<file path="config.mk">
export PLATFORM = sky130hd
export DESIGN_NAME = cursor_window_position_regs
export DESIGN_NICKNAME = d
export VERILOG_FILES = /design/src/common/cursor_window_pkg.sv /design/src/hdl/cursor_window_position_regs.sv
export VERILOG_INCLUDE_DIRS = /design/src /design/src/common
export SDC_FILE = /design/constraint.sdc
export NUM_CORES = 1
export LEC_CHECK = 0
export BUFFER_PORTS_ARGS = -buffer_cell sky130_fd_sc_hd__buf_2
export CAP_MARGIN = 20
export CELL_PAD_IN_SITES_DETAIL_PLACEMENT = 1
export CELL_PAD_IN_SITES_GLOBAL_PLACEMENT = 1
export CORE_ASPECT_RATIO = 1.4
export CORE_UTILIZATION = 39
export DETAILED_ROUTE_END_ITERATION = 8
export PLACE_DENSITY_LB_ADDON = 0.1
export SYNTH_ARGS = -nofsm -noshare
export SYNTH_HDL_FRONTEND = slang
export SYNTH_SLANG_ARGS = --single-unit
</file>
<file path="constraint.sdc">
create_clock -name pclk -period 2.3 [get_ports pclk]
set_clock_uncertainty 0.15 [all_clocks]
set_input_delay 0.46 -clock pclk [delete_from_list [all_inputs] [get_ports pclk]]
set_output_delay 0.46 -clock pclk [all_outputs]
set_load 0.02 [all_outputs]
</file>
<file path="src/common/cursor_window_consts.svh">
// Purpose: offsets, field widths, reset values and sprite size for the cursor/window registers
// Assumes: register index n sits at APB byte address 4*n
// Notes: definitions only
`ifndef CURSOR_WINDOW_CONSTS_SVH
`define CURSOR_WINDOW_CONSTS_SVH

`define CW_IDX_CURSOR_X_LOW 6'h00
`define CW_IDX_CURSOR_X_HIGH 6'h01
`define CW_IDX_CURSOR_Y_LOW 6'h02
`define CW_IDX_CURSOR_Y_HIGH 6'h03
`define CW_IDX_SPRITE_ORIGIN_X 6'h04
`define CW_IDX_SPRITE_ORIGIN_Y 6'h05
`define CW_IDX_WIN_BEGIN_X_LOW 6'h10
`define CW_IDX_WIN_BEGIN_X_HIGH 6'h11
`define CW_IDX_WIN_END_X_LOW 6'h12
`define CW_IDX_WIN_END_X_HIGH 6'h13
`define CW_IDX_WIN_BEGIN_Y_LOW 6'h14
`define CW_IDX_WIN_BEGIN_Y_HIGH 6'h15
`define CW_IDX_WIN_END_Y_LOW 6'h16
`define CW_IDX_WIN_END_Y_HIGH 6'h17
`define CW_IDX_MAX 6'h17

`define CW_HIGH_BITS 4
`define CW_SPRITE_BITS 6
`define CW_CURSOR_RESET 8'h00
`define CW_SPRITE_RESET 6'h1f
`define CW_WIN_RESET 8'h00
`define CW_SPRITE_SIZE 7'h40

`endif

</file>
<file path="src/common/cursor_window_pkg.sv">
// Purpose: shared types for the cursor/window register bank
// Assumes: 12-bit screen coordinates
// Notes: constants live in cursor_window_consts.svh
package cursor_window_pkg;
    typedef logic [11:0] coord_t;
    typedef struct packed {
        coord_t x;
        coord_t y;
    } point_t;
    typedef struct packed {
        logic [5:0] x;
        logic [5:0] y;
    } origin_t;
    typedef enum logic [2:0] {
        ST_IDLE = 3'b001,
        ST_ARMED = 3'b010,
        ST_LOAD = 3'b100
    } commit_state_t;
endpackage : cursor_window_pkg

</file>
<file path="src/hdl/cursor_window_position_regs.sv">
// Purpose: APB register bank holding cursor, sprite origin and window coordinates
// Assumes: vblank comes from the display timing logic on pclk; APB answers with zero wait
// Notes: a group's staged values reach the working copy at the start of the vertical blank after its Y high byte, or both origin bytes, is written
//
// The implementer's own choice: the APB register port.
`timescale 1ns/1ps
`default_nettype none
`include "cursor_window_consts.svh"

module cursor_window_position_regs (
    input wire logic pclk,                                 // APB clock, 50 MHz
    input wire logic presetn,                              // Asynchronous reset, active low
    input wire logic psel,                                 // APB select
    input wire logic penable,                              // APB access phase
    input wire logic pwrite,                               // APB write
    input wire logic [31:0] paddr,                         // APB byte address
    input wire logic [31:0] pwdata,                        // APB write data
    output logic [31:0] prdata,                            // APB read data
    output logic pready,                                   // APB ready
    output logic pslverr,                                  // APB error on unmapped address
    input wire logic vblank,                               // Vertical blank level from display timing
    output cursor_window_pkg::point_t cross_hair,          // Working cross hair intersection
    output cursor_window_pkg::point_t sprite_corner,       // Working top-left of 64x64 sprite
    output cursor_window_pkg::origin_t sprite_origin,      // Working sprite origin
    output cursor_window_pkg::point_t win_first,           // Working window first pixel, inclusive
    output cursor_window_pkg::point_t win_last             // Working window last pixel, inclusive
);

    function automatic cursor_window_pkg::coord_t join12(input logic [7:0] hi, input logic [7:0] lo);
        join12 = {hi[3:0], lo};
    endfunction : join12

    function automatic logic [7:0] mask_hi(input logic [7:0] v);
        mask_hi = {4'h0, v[3:0]};
    endfunction : mask_hi

    // Staging bytes
    logic [7:0] cxl_q, cxh_q, cyl_q, cyh_q;
    logic [5:0] sox_q, soy_q;
    logic [7:0] bxl_q, bxh_q, byl_q, byh_q;
    logic [7:0] exl_q, exh_q, eyl_q, eyh_q;
    logic vb_q;
    logic cur_pend_q, spr_pend_q, beg_pend_q, end_pend_q;
    logic spr_x_seen_q, spr_y_seen_q;
    cursor_window_pkg::commit_state_t st_q;

    wire logic [5:0] idx = paddr[7:2];
    wire logic aligned = (paddr[1:0] == 2'b00) && (paddr[31:8] == 24'h000000);
    wire logic setup = psel && !penable;
    wire logic access = psel && penable;
    wire logic hit_cxl = aligned && (idx == `CW_IDX_CURSOR_X_LOW);
    wire logic hit_cxh = aligned && (idx == `CW_IDX_CURSOR_X_HIGH);
    wire logic hit_cyl = aligned && (idx == `CW_IDX_CURSOR_Y_LOW);
    wire logic hit_cyh = aligned && (idx == `CW_IDX_CURSOR_Y_HIGH);
    wire logic hit_sox = aligned && (idx == `CW_IDX_SPRITE_ORIGIN_X);
    wire logic hit_soy = aligned && (idx == `CW_IDX_SPRITE_ORIGIN_Y);
    wire logic hit_bxl = aligned && (idx == `CW_IDX_WIN_BEGIN_X_LOW);
    wire logic hit_bxh = aligned && (idx == `CW_IDX_WIN_BEGIN_X_HIGH);
    wire logic hit_exl = aligned && (idx == `CW_IDX_WIN_END_X_LOW);
    wire logic hit_exh = aligned && (idx == `CW_IDX_WIN_END_X_HIGH);
    wire logic hit_byl = aligned && (idx == `CW_IDX_WIN_BEGIN_Y_LOW);
    wire logic hit_byh = aligned && (idx == `CW_IDX_WIN_BEGIN_Y_HIGH);
    wire logic hit_eyl = aligned && (idx == `CW_IDX_WIN_END_Y_LOW);
    wire logic hit_eyh = aligned && (idx == `CW_IDX_WIN_END_Y_HIGH);
    wire logic hit_any = hit_cxl || hit_cxh || hit_cyl || hit_cyh || hit_sox || hit_soy ||
                         hit_bxl || hit_bxh || hit_exl || hit_exh || hit_byl || hit_byh ||
                         hit_eyl || hit_eyh;
    // Writes land at the access edge; pready is pulsed high so every access lasts one cycle
    wire logic wr = access && pready && pwrite;
    wire logic [7:0] wbyte = pwdata[7:0];
    wire logic vb_rise = vblank && !vb_q;
    wire logic commit = (st_q == cursor_window_pkg::ST_LOAD);

    logic [7:0] rd_byte;
    always_comb begin
        rd_byte = 8'h00;
        if (hit_cxl) begin
            rd_byte = cxl_q;
        end else if (hit_cxh) begin
            rd_byte = mask_hi(cxh_q);
        end else if (hit_cyl) begin
            rd_byte = cyl_q;
        end else if (hit_cyh) begin
            rd_byte = mask_hi(cyh_q);
        end else if (hit_sox) begin
            rd_byte = {2'b00, sox_q};
        end else if (hit_soy) begin
            rd_byte = {2'b00, soy_q};
        end else if (hit_bxl) begin
            rd_byte = bxl_q;
        end else if (hit_bxh) begin
            rd_byte = mask_hi(bxh_q);
        end else if (hit_exl) begin
            rd_byte = exl_q;
        end else if (hit_exh) begin
            rd_byte = mask_hi(exh_q);
        end else if (hit_byl) begin
            rd_byte = byl_q;
        end else if (hit_byh) begin
            rd_byte = mask_hi(byh_q);
        end else if (hit_eyl) begin
            rd_byte = eyl_q;
        end else if (hit_eyh) begin
            rd_byte = mask_hi(eyh_q);
        end
    end

    always_ff @(posedge pclk or negedge presetn) begin
        if (!presetn) begin
            pready <= 1'b0;
            pslverr <= 1'b0;
            prdata <= 32'h00000000;
        end else begin
            pready <= setup;
            pslverr <= setup && !hit_any;
            prdata <= (setup && !pwrite) ? {24'h000000, rd_byte} : 32'h00000000;
        end
    end

    // Cursor position staging, cleared at reset; sprite origin staging resets to 0x1f
    always_ff @(posedge pclk or negedge presetn) begin
        if (!presetn) begin
            cxl_q <= `CW_CURSOR_RESET;
            cxh_q <= `CW_CURSOR_RESET;
            cyl_q <= `CW_CURSOR_RESET;
            cyh_q <= `CW_CURSOR_RESET;
            sox_q <= `CW_SPRITE_RESET;
            soy_q <= `CW_SPRITE_RESET;
        end else begin
            if (wr && hit_cxl) cxl_q <= wbyte;
            if (wr && hit_cxh) cxh_q <= mask_hi(wbyte);
            if (wr && hit_cyl) cyl_q <= wbyte;
            if (wr && hit_cyh) cyh_q <= mask_hi(wbyte);
            if (wr && hit_sox) sox_q <= wbyte[5:0];
            if (wr && hit_soy) soy_q <= wbyte[5:0];
        end
    end

    // Window staging has no reset value; it is cleared only so simulation starts defined
    always_ff @(posedge pclk or negedge presetn) begin
        if (!presetn) begin
            bxl_q <= `CW_WIN_RESET;
            bxh_q <= `CW_WIN_RESET;
            byl_q <= `CW_WIN_RESET;
            byh_q <= `CW_WIN_RESET;
            exl_q <= `CW_WIN_RESET;
            exh_q <= `CW_WIN_RESET;
            eyl_q <= `CW_WIN_RESET;
            eyh_q <= `CW_WIN_RESET;
        end else begin
            if (wr && hit_bxl) bxl_q <= wbyte;
            if (wr && hit_bxh) bxh_q <= mask_hi(wbyte);
            if (wr && hit_byl) byl_q <= wbyte;
            if (wr && hit_byh) byh_q <= mask_hi(wbyte);
            if (wr && hit_exl) exl_q <= wbyte;
            if (wr && hit_exh) exh_q <= mask_hi(wbyte);
            if (wr && hit_eyl) eyl_q <= wbyte;
            if (wr && hit_eyh) eyh_q <= mask_hi(wbyte);
        end
    end

    // Sprite origin is armed only once both X and Y have been written
    wire logic spr_both = (spr_x_seen_q || (wr && hit_sox)) && (spr_y_seen_q || (wr && hit_soy));

    // Pending flags: a trigger write in the commit cycle re-arms, so the set wins
    always_ff @(posedge pclk or negedge presetn) begin
        if (!presetn) begin
            cur_pend_q <= 1'b0;
            spr_pend_q <= 1'b0;
            beg_pend_q <= 1'b0;
            end_pend_q <= 1'b0;
            spr_x_seen_q <= 1'b0;
            spr_y_seen_q <= 1'b0;
        end else begin
            cur_pend_q <= (wr && hit_cyh) || (cur_pend_q && !commit);
            beg_pend_q <= (wr && hit_byh) || (beg_pend_q && !commit);
            end_pend_q <= (wr && hit_eyh) || (end_pend_q && !commit);
            spr_pend_q <= spr_both || (spr_pend_q && !commit);
            spr_x_seen_q <= spr_both ? 1'b0 : (spr_x_seen_q || (wr && hit_sox));
            spr_y_seen_q <= spr_both ? 1'b0 : (spr_y_seen_q || (wr && hit_soy));
        end
    end

    wire logic any_pend = cur_pend_q || spr_pend_q || beg_pend_q || end_pend_q;

    // Commit sequencer: wait for a pending group, then load on the vblank rising edge
    always_ff @(posedge pclk or negedge presetn) begin
        if (!presetn) begin
            st_q <= cursor_window_pkg::ST_IDLE;
            vb_q <= 1'b0;
        end else begin
            vb_q <= vblank;
            case (st_q)
                cursor_window_pkg::ST_IDLE: if (any_pend) st_q <= cursor_window_pkg::ST_ARMED;
                cursor_window_pkg::ST_ARMED: if (vb_rise) st_q <= cursor_window_pkg::ST_LOAD;
                cursor_window_pkg::ST_LOAD: st_q <= cursor_window_pkg::ST_IDLE;
                default: st_q <= cursor_window_pkg::ST_IDLE;
            endcase
        end
    end

    wire cursor_window_pkg::point_t cur_stage = '{x: join12(cxh_q, cxl_q), y: join12(cyh_q, cyl_q)};
    wire cursor_window_pkg::point_t beg_stage = '{x: join12(bxh_q, bxl_q), y: join12(byh_q, byl_q)};
    wire cursor_window_pkg::point_t end_stage = '{x: join12(exh_q, exl_q), y: join12(eyh_q, eyl_q)};
    // Sprite corner wraps modulo 4096; the display logic clips off-screen parts
    wire cursor_window_pkg::point_t corner_d = '{x: cross_hair.x - {6'h00, sprite_origin.x},
                                                 y: cross_hair.y - {6'h00, sprite_origin.y}};

    // Working copies change only in the commit cycle, except sprite_corner, which follows cross_hair and origin every cycle
    always_ff @(posedge pclk or negedge presetn) begin
        if (!presetn) begin
            cross_hair <= '0;
            sprite_origin <= '{x: `CW_SPRITE_RESET, y: `CW_SPRITE_RESET};
            win_first <= '0;
            win_last <= '0;
            sprite_corner <= '0;
        end else begin
            if (commit && cur_pend_q) cross_hair <= cur_stage;
            if (commit && spr_pend_q) sprite_origin <= '{x: sox_q, y: soy_q};
            if (commit && beg_pend_q) win_first <= beg_stage;
            if (commit && end_pend_q) win_last <= end_stage;
            sprite_corner <= corner_d;
        end
    end
endmodule : cursor_window_position_regs

`default_nettype wire

</file>
After elaboration in Yosys (flattened, before gate mapping)
Cells that the tools add are included.

word-level totals
  flip-flop bits (word level) = 212
  output and inout port bits = 142
  word-level logic and storage cells = 151
  bits of input ports = 70

operators by class
  equality and inequality tests = 18
  mux-type cells = 20
  $add $sub $neg = 2
  reductions and logical operators = 76

operators with widths
  cell                  count
  $mux W8               14
  $eq A6 B5 Y1 const B  8
  $logic_and A1 B1 Y1   45
  $logic_not A24 Y1     1
  $sub A12 B6 Y12       2
  $logic_or A1 B1 Y1    22
  $eq A6 B2 Y1 const B  2
  $eq A6 B3 Y1 const B  2
  $eq A6 B1 Y1 const B  1
  $logic_not A6 Y1      1
  $mux W3               2
  $pmux W3 S2           1
  $logic_not A1 Y1      5
  $mux W4               1
  $ne A2 B2 Y1 const B  2
  $eq A3 B1 Y1 const B  1
  $eq A3 B2 Y1 const B  1
  $eq A3 B3 Y1 const B  1
  $logic_not A2 Y1      1
  $mux W1               2
  $reduce_and A2 Y1     1

Logic depth before layout (Yosys ltp)
Gate-level depths: netlist of the first run.

  depth after elaboration = 18
  mapped depth = 9

Worst setup path after synthesis of the first run
OpenSTA, ideal clock, no wires.

  path type = reg-to-reg
  start = reg sprite_origin[7] (netlist bit)
  end = reg sprite_corner[23] (netlist bit)
  clock period less this slack = 2230 ps
  slack = 70 ps
  cell stages (with the launch flop) = 9
  data arrival time = 2000 ps
  cells stage by stage = dfstp_2 inv_1 ha_1 nor2b_1 o21a_1 o21ai_0 a21o_1 nor4bb_1 xor2_1

RTL lines
  what                    RTL line                            source
  start, declared         cursor_window_position_regs.sv:24   output cursor_window_pkg::origin_t sprite_origin,
  start signal, assigned  cursor_window_position_regs.sv:213  sprite_origin <= '{x: `CW_SPRITE_RESET, y: `CW_SPRITE_RESET};
  start signal, assigned  cursor_window_position_regs.sv:219  if (commit && spr_pend_q) sprite_origin <= '{x: sox_q, y: soy_q};
  end signal, assigned    cursor_window_position_regs.sv:222  sprite_corner <= corner_d;
  end, declared           cursor_window_position_regs.sv:23   output cursor_window_pkg::point_t sprite_corner,

Worst setup path in the final report of the first run
  start = reg sox_q[2]
  end = reg prdata[2]

on the way
  cells in the longest elaborated chain, start to end = 6

RTL lines
  what                    RTL line                            source
  start, declared         cursor_window_position_regs.sv:39   logic [5:0] sox_q, soy_q;
  start signal, assigned  cursor_window_position_regs.sv:127  sox_q <= `CW_SPRITE_RESET;
  start signal, assigned  cursor_window_position_regs.sv:134  if (wr && hit_sox) sox_q <= wbyte[5:0];
  $mux W8                 cursor_window_position_regs.sv:85   end else if (hit_sox) begin
  $mux W8                 cursor_window_position_regs.sv:83   end else if (hit_cyh) begin
  $mux W8                 cursor_window_position_regs.sv:81   end else if (hit_cyl) begin
  $mux W8                 cursor_window_position_regs.sv:79   end else if (hit_cxh) begin
  $mux W8                 cursor_window_position_regs.sv:77   if (hit_cxl) begin
  $mux W8                 cursor_window_position_regs.sv:116  prdata <= (setup && !pwrite) ? {24'h000000, rd_byte} : 32'h00000000;
  end signal, assigned    cursor_window_position_regs.sv:116
  end, declared           cursor_window_position_regs.sv:18   output logic [31:0] prdata,

Every way passes these cells.
A chain may end at the register's enable or synchronous reset.

==> summary.txt, run 1 <==
Pwr
  – Leakage: between 6 and 7 nW
  – Max VDD drop: 0.413 mV
  – Power Density: 667 nW/um2

Timing
  – RSZ-0062 raised after global routing: true
  – Fmax: 446 MHz
  – Final Setup Violations: 0
  – Hold Violations, Final: 0
  – Worst-Margin Slew: 0.814 ns
  – Minimum clock period: 2.24 ns
  – Slew Limit Fails: 0
  – Fin crit share: between 90% and 100%
  – Hold slack: slightly above 0.1 ns
  – Normalized max-slew margin: 44.3%

Logic synthesis
  – Unique masters post-synth: 54
  – Seq cells post-synth: about 210
  – Top post-synthesis cells by area: dfrtp_1, mux2_2, dfstp_2
  – Synth warn: 0
  – Cell taking the most area after synthesis: dfrtp_1
  – Synthesized area: 9460 um2
  – Top cell type's share of synthesized area: about half
  – Number of synthesized flops with an enable pin: 0
  – Sequential area share after synthesis: 56.3%
  – Async S/R FF share, synth: 100%
  – Mean Syn Cell Area: around 13 um2
  – Main synth FF type: dfrtp_1
  – Post-synthesis instance total: ~700

Final layout
  – Area of the multi-input gates: a little under 4000 um2
  – Fraction of layout cells with a size suffix above 1: slightly above 50%
  – Reg area: approximately 5300 um2
  – N_diodes: 0
  – Commonest non-fill, non-tap cell in the layout: dfrtp_1
  – Filler cells: 2500
  – Final core occ: about half
  – Final net count: 1005
  – Most frequent cells in the layout: dfrtp_1, buf_2, mux2_2
  – Layout area overhead: 24.7%

Hold path
  – Hold depth: 2
  – Hold Startpoint: psel
  – Hold Path Class: in -> reg
  – Worst hold endpoint: pready$_DFF_PN0_

Place
  – GP Congestion: 0.789
  – Port bufs: about 160
  – HPWL Detailed: roughly 18000 um

Die
  – Die height: 186 um
  – CORE AREA: about 24000 um2
  – Io pins: 212
  – Die X: between 100 and 150 um
  – Floorplan row count: between 60 and 70
  – Die area: between 20000 and 25000 um2
  – Initial Utilization: 39.6%

Clocking
  – TritonCTS Sinks: ~210
  – Clk slew on worst S/H paths: about 0.06 ns
  – Worst skew pair latency: about 0.49 ns
  – Num CTS Buffers: 21
  – H-tree lvl count: 1
  – CTS max path bufs: 3
  – CTS tree: yes
  – Root buf cell: clkbuf_16

Run
  – Max cap viols: 0

Global routing
  – Vias in the first global route: 6954
  – Global-route wire length before repair: between 30000 and 40000 um
  – Largest net degree at the start of global routing: between 70 and 80
  – Initial antenna violation count: 0
  – GRT Residual Overflow: 0
  – All-layer global routing usage: between 20% and 30%

Setup path
  – Startpoint Class: flip-flop
  – CP cell instances: mux2i_1 -> o21ai_0 -> nand2_1 -> and3_1 -> a2111oi_0 -> buf_4
  – Crit. End Element: flip-flop
  – R2R cell count: 6
  – FF-to-FF Start: sox_q[2]$_DFFE_PN1P_
  – R2R Setup Slk: 0.06 ns
  – Critical path data arrival time: ~2.5 ns
  – Crit Path Class: reg -> reg
  – Critical R2R Capture: prdata[2]$_DFF_PN0_
  – Slowest-stage cell, CP: a2111oi_0
  – Worst path required time: approximately 2.6 ns
  – Slowest stage delay, CP: around 0.73 ns
  – Crit path max fanout: 3

Drt
  – Detailed Routing Iterations Pass 1: 4
  – Routed Antenna Nets: 0
  – Drt wl/cell: 19.4 um
  – Number of DRC markers in iteration 0: slightly below 200
  – DRC viols: 0
  – Total number of vias: between 6000 and 7000
  – Vias/cell: a little over 5
  – Final wirelength: 24200 um

Outcome
  – Outcome: finished, final reports clean
## layer usage
layer,global-route usage [%],vias to the layer above,share of wire [%]
li1,-,2861,-
met1,24.1,3244,39
met2,38.4,174,55
met3,2.49,28,3.9
met4,4.41,0,1.6
met5,0,-,0
## Yosys cell counts, types with 2 or more instances
library cell / number
mux2_1: 4
buf_2: 12
inv_1: 22
nor3b_1: 2
buf_4: 26
mux4_2: 10
nor4_1: 10
and3_1: 7
a21o_1: 5
xnor2_1: 16
clkbuf_1: 9
a31oi_1: 4
nor3_1: 8
nor2_1: 24
a21oi_1: 14
mux2i_1: 9
o21ai_0: 24
a211oi_1: 2
fa_1: 2
nor2_8: 4
ha_1: 12
nor3_4: 2
nand2b_4: 3
nand2_1: 34
o22ai_1: 4
dfrtp_1: 191
nand3b_1: 3
nand3_1: 4
buf_6: 2
a32oi_1: 4
mux2_2: 158
nand2b_1: 8
nor2b_1: 13
and4_1: 2
a22oi_1: 2
nor2_4: 6
dfstp_2: 21
a311oi_1: 2
## worst max-delay path, delay by kind of cell (launching register included)
| kind | cells | cell delay (ns) |
|---|---|---|
| simple gates | 2 | 0.26 |
| mux | 1 | 0.06 |
| flops | 1 | 0.54 |
| buf+inv | 1 | 0.22 |
| compound gates | 2 | 0.94 |
## power breakdown
part	internal [mW]	switching, mW	total (mW)	leakage (nW)
Sequential	3.77	0.0211	3.79	2.88
Clock	2.26	1.44	3.70	0.367
Combinational	0.121	0.255	0.376	2.94
Total	6.15	1.72	7.87	6.19
## logic make-up (layout without fill, tap and decap cells)
group / Yosys count / in the layout / share of synthesized area, %
AOI/OAI and AO/OA: 67 / 67 / 4.31
xor gates and xnor gates: 17 / 17 / 1.57
adders and majority gates: 14 / 14 / 2.01
buffers and inverters: 72 / 284 / 4.21
DFF: 212 / 212 / 56.3
muxes: 181 / 181 / 22.6
other: 1 / 24 / 0.0396
and+or+nand+nor: 137 / 137 / 8.90
## cell type report
type | count | area share (%)
Clock buffer | 27 | 4.98
Clock inverter | 11 | 1.39
Inverter | 22 | 0.700
Multi-Input combinational cell | 440 | 32.8
Sequential cell | 212 | 45.2
Tap cell | 310 | 3.29
Timing Repair Buffer | 224 | 11.7
## metrics by stage
step	power (mW)	setup TNS, ns	cells	setup slack [ns]	area, um2
finish	7.87	0	1246	0.0591	11800
detailed placement	4.24	-19.38	1205	-0.315	11000
CTS	7.98	0	1246	0.0121	11800
floorplan	4.05	0	724	0.0704	9550
global route	8.16	-0.0864	1246	-0.0447	11800
global placement	4.22	-16.29	1205	-0.279	11000
## flip-flops by register name, summed over array words and instances, names as in the netlist, 3 cells and up
name and count:
sprite_corner 24, cxl_q 8, eyh_q 4, bxh_q 4, bxl_q 8, exl_q 8, cyl_q 8, cxh_q 4
prdata 8, eyl_q 8, soy_q 6, byl_q 8, cross_hair 24, win_first 24, cyh_q 4, exh_q 4
st_q 3, win_last 24, byh_q 4, sprite_origin 12, sox_q 6
## how the worst max path moves through the flow
stage	startpoint	to	slack [ns]	cells past startpoint
3_3_place_gp	paddr[2]	prdata[2]$_DFF_PN0_	-0.28	8
2_1_floorplan	sprite_origin[7]$_DFFE_PN1P_	sprite_corner[23]$_DFF_PN0_	0.07	8
6_report	sox_q[2]$_DFFE_PN1P_	prdata[2]$_DFF_PN0_	0.06	6
4_1_cts	sprite_origin[7]$_DFFE_PN1P_	sprite_corner[23]$_DFF_PN0_	0.01	9
5_1_grt	sprite_origin[1]$_DFFE_PN1P_	sprite_corner[9]$_DFF_PN0_	-0.04	8
3_5_place_dp	paddr[2]	prdata[2]$_DFF_PN0_	-0.32	8
## timing repair
| action | in CTS | in global routing |
|---|---|---|
| hold buffers | 3 | 0 |
| setup endpoints to repair | 9 | 10 |
| gates resized for setup | 7 | 10 |
| pin swaps | 2 | 4 |
| buffers inserted | 0 | 1 |
| hold endpoints to repair | 52 | 0 |
(Power assumes the default switching activity.)
==> run 2, diff against run 1 <==
Settings changed: ABC_AREA from default to 1, CORE_UTILIZATION 39 to 37, MAX_ROUTING_LAYER from default to met4.
==> run 2 against run 1 <==
Against the previous run: the run now ends with negative setup slack left; largest cell class unchanged; global-route usage rose by 2.8 points; clock-buffer cell count increased by 2; die area grew 5.3%; synthesized area is essentially flat; hold slack worse by 0.055 ns; largest power group unchanged; synthesized cell count up 46%; register-to-register slack worse by 0.09 ns; critical path type unchanged; final cell count rose by 29%.
==> summary.txt, run 2 <==
Pwr
  – Int Pwr: about 7.6 mW
  – Sequential power share: around 40%
  – Clock power frac: 37.7%
  – Sw power: 3.08 mW
  – Sw frac: ~29%
  – Final Total Pwr: approximately 11 mW
  – Leakage: slightly above 6 nW
  – Combinational power share: 22.3%
  – Max VDD drop: ~0.57 mV
  – Power Density: about 880 nW/um2

Timing
  – Fmax: around 430 MHz
  – Crit path setup slack, layout: -0.0341 ns
  – RSZ-0062 raised after global routing: true
  – Slew Limit Fails: 0
  – Fin crit share: 101%
  – Normalized max-slew margin: 56.7%
  – Worst-Margin Slew: about 0.65 ns
  – Minimum clock period: between 2 and 2.5 ns
  – Hold Violations, Final: 0
  – Final Setup Violations: 1
  – Hold slack: around 0.047 ns

Setup path
  – Crit Path Class: reg -> reg
  – Critical Path Sink: sprite_corner[23]$_DFF_PN0_
  – Critical R2R Capture: sprite_corner[23]$_DFF_PN0_
  – Worst path required time: 2.57 ns
  – R2R cell count: 11
  – Crit path max fanout: 3
  – Crit path launch: sprite_origin[8]$_DFFE_PN1P_
  – Crit. End Element: flip-flop
  – FF-to-FF Start: sprite_origin[8]$_DFFE_PN1P_
  – Startpoint Class: flip-flop
  – R2R Setup Slk: -0.03 ns
  – Critical path data arrival time: around 2.6 ns

Hold path
  – Hold Path Class: in -> reg

Die
  – Initial Utilization: approximately two fifths
  – Floorplan row count: between 60 and 70
  – Die area: roughly 26000 um2
  – Io pins: around 210
  – CORE AREA: about 25000 um2
  – Die height: between 150 and 200 um
  – Die X: 137 um

Logic synthesis
  – Sequential area share after synthesis: a little under three fifths
  – Async S/R FF share, synth: 100%
  – Unique masters post-synth: 48
  – Top post-synthesis cells by area: dfrtp_1, nand2_1, o21ai_0
  – Cell taking the most area after synthesis: dfrtp_1
  – Synth top cells by count: nand2_1, dfrtp_1, o21ai_0
  – Synthesized area: between 9000 and 10000 um2
  – Most common cell in the netlist: nand2_1
  – Mean Syn Cell Area: roughly 9 um2
  – Main synth FF type: dfrtp_1
  – Post-synthesis instance total: 1021
  – Seq cells post-synth: around 210
  – Synth warn: 0
  – Number of synthesized flops with an enable pin: 0
  – Top cell type's share of synthesized area: roughly 51%

Clocking
  – Worst skew pair latency: 0.51 ns
  – CTS tree: yes
  – Num CTS Buffers: 22
  – H-tree lvl count: 1
  – Root buf cell: clkbuf_16
  – CTS max path bufs: 3
  – Clk slew on worst S/H paths: 0.06 ns
  – TritonCTS Sinks: 212

Final layout
  – Most frequent cells in the layout: nand2_1, dfrtp_1, buf_2
  – Layout area overhead: 29.2%
  – Final net count: roughly 1400
  – Commonest non-fill, non-tap cell in the layout: nand2_1
  – Reg area: roughly 5300 um2
  – Fin area: about 12000 um2
  – Fraction of layout cells with a size suffix above 1: a little over 30%
  – Filler cells: just under 3000
  – Area of the multi-input gates: roughly 3500 um2
  – N_diodes: 0

Place
  – GP Congestion: 0.868
  – Port bufs: 163
  – DP Area: roughly 11000 um2
  – HPWL Detailed: ~21000 um

Drt
  – Vias/cell: between 4 and 5
  – Number of DRC markers in iteration 0: between 300 and 400
  – Drt wl/cell: 17.6 um
  – Total number of vias: 7809
  – DRC viols: 0
  – Routed Antenna Nets: 0
  – Detailed Routing Iterations Pass 1: 4
  – Final wirelength: between 20000 and 30000 um

Global routing
  – Vias in the first global route: between 7000 and 8000
  – GRT met1 Usage: 27.7%
  – Met3 usage: around 2.5%
  – Largest net degree at the start of global routing: 63
  – Initial antenna violation count: 0
  – Global-route wire length before repair: 44200 um
  – Grt peak-use layer: met2
  – GRT Residual Overflow: 0
  – All-layer global routing usage: between 20% and 30%
  – Met2 usage in global routing: ~40%

Outcome
  – Failing checks: negative setup slack
  – Outcome: finished with violations

Run
  – Max cap viols: 0
-- run 2: cell types whose count changed in the layout (fill, tap and decap cells not counted), moves of 13 or more --
cell and change:
nand2_1 +182, mux2_2 -135, o21ai_0 +117, inv_1 +103, buf_4 +40, nor2_1 +29, o21ai_1 +18, a21oi_1 +13
nand4_1 +13, nor2b_1 -13
-- run 2: area by class of cell --
cell class / instances / share of cell area [%]
clock buffers: 29 / 5.22
flip-flops and latches: 212 / 43.7
clock inverters: 11 / 1.54
inverters: 133 / 4.10
well taps: 315 / 3.23
multi-input cells: 645 / 29.0
repair buffers: 261 / 13.3
-- run 2: cell families after synthesis --
family	count (synthesis)	share of synthesized area (%)
adders and majority gates	14	2.01
DFF	212	56.4
xor gates and xnor gates	20	1.85
and+or+nand+nor	344	15.8
AOI/OAI and AO/OA	220	12.5
buffers and inverters	187	8.65
muxes	23	2.74
other	1	0.0397
-- run 2: worst min path at each step --
stage                                 startpoint                     endpoint  slack [ns]  depth (start not counted)
final                                  pwdata[4]         sox_q[4]$_DFFE_PN1P_        0.05                          3
after global placement    spr_y_seen_q$_DFF_PN0_       spr_x_seen_q$_DFF_PN0_        0.27                          1
after floorplan                          presetn         beg_pend_q$_DFF_PN0_        0.01                          0
after global routing                   pwdata[4]         sox_q[4]$_DFFE_PN1P_        0.05                          3
after CTS                              pwdata[4]         sox_q[4]$_DFFE_PN1P_        0.03                          3
after detailed placement                 presetn  sprite_corner[18]$_DFF_PN0_        0.28                          1
-- run 2: power by group through the flow --
stage | Combinational [mW] | Sequential [mW] | Clock (mW)
global route | 2.66 | 4.33 | 4.27
finish | 2.40 | 4.29 | 4.04
detailed placement | 2.14 | 4.35 | 0
floorplan | 0.907 | 4.70 | 0
global placement | 2.05 | 4.33 | 0
CTS | 2.23 | 4.29 | 4.12
-- run 2: metal layers --
metal,part of all wire [%],up-vias,routed length [um]
met5,0,-,0
met4,3.2,0,908
met3,3.8,53,1080
met2,52,187,14700
met1,41,3801,11700
li1,-,3768,-
-- run 2: stage by stage --
| stage | worst slack [ns] | std cells | setup TNS [ns] | util (%) |
|---|---|---|---|---|
| floorplan | -0.00448 | 1044 | -0.00448 | - |
| global placement | -0.336 | 1552 | -2.22 | 44.8 |
| detailed placement | -0.406 | 1552 | -4.63 | 44.8 |
| CTS | 0.00369 | 1595 | 0 | 48.5 |
| global route | -0.162 | 1606 | -0.275 | 49.2 |
| finish | -0.0341 | 1606 | -0.0341 | 49.2 |
-- run 2: timing repair --
action | CTS | global route
gates resized for setup | 10 | 24
hold buffers | 2 | 0
pin swaps | 3 | 17
buffers inserted | 1 | 11
endpoints found under the setup margin | 6 | 13
hold endpoints to repair | 35 | 0
-- run 2: worst max-delay path: stages (launching register included) --
cell and delay, ns:
dfstp_2 0.54, inv_2 0.04, ha_4 0.23, nand2_2 0.06
nor2_2 0.04, a211oi_2 0.27, o21ai_2 0.10, a211o_1 0.28
nor2_1 0.10, nand2_1 0.09, nor3_2 0.15, xor2_1 0.20
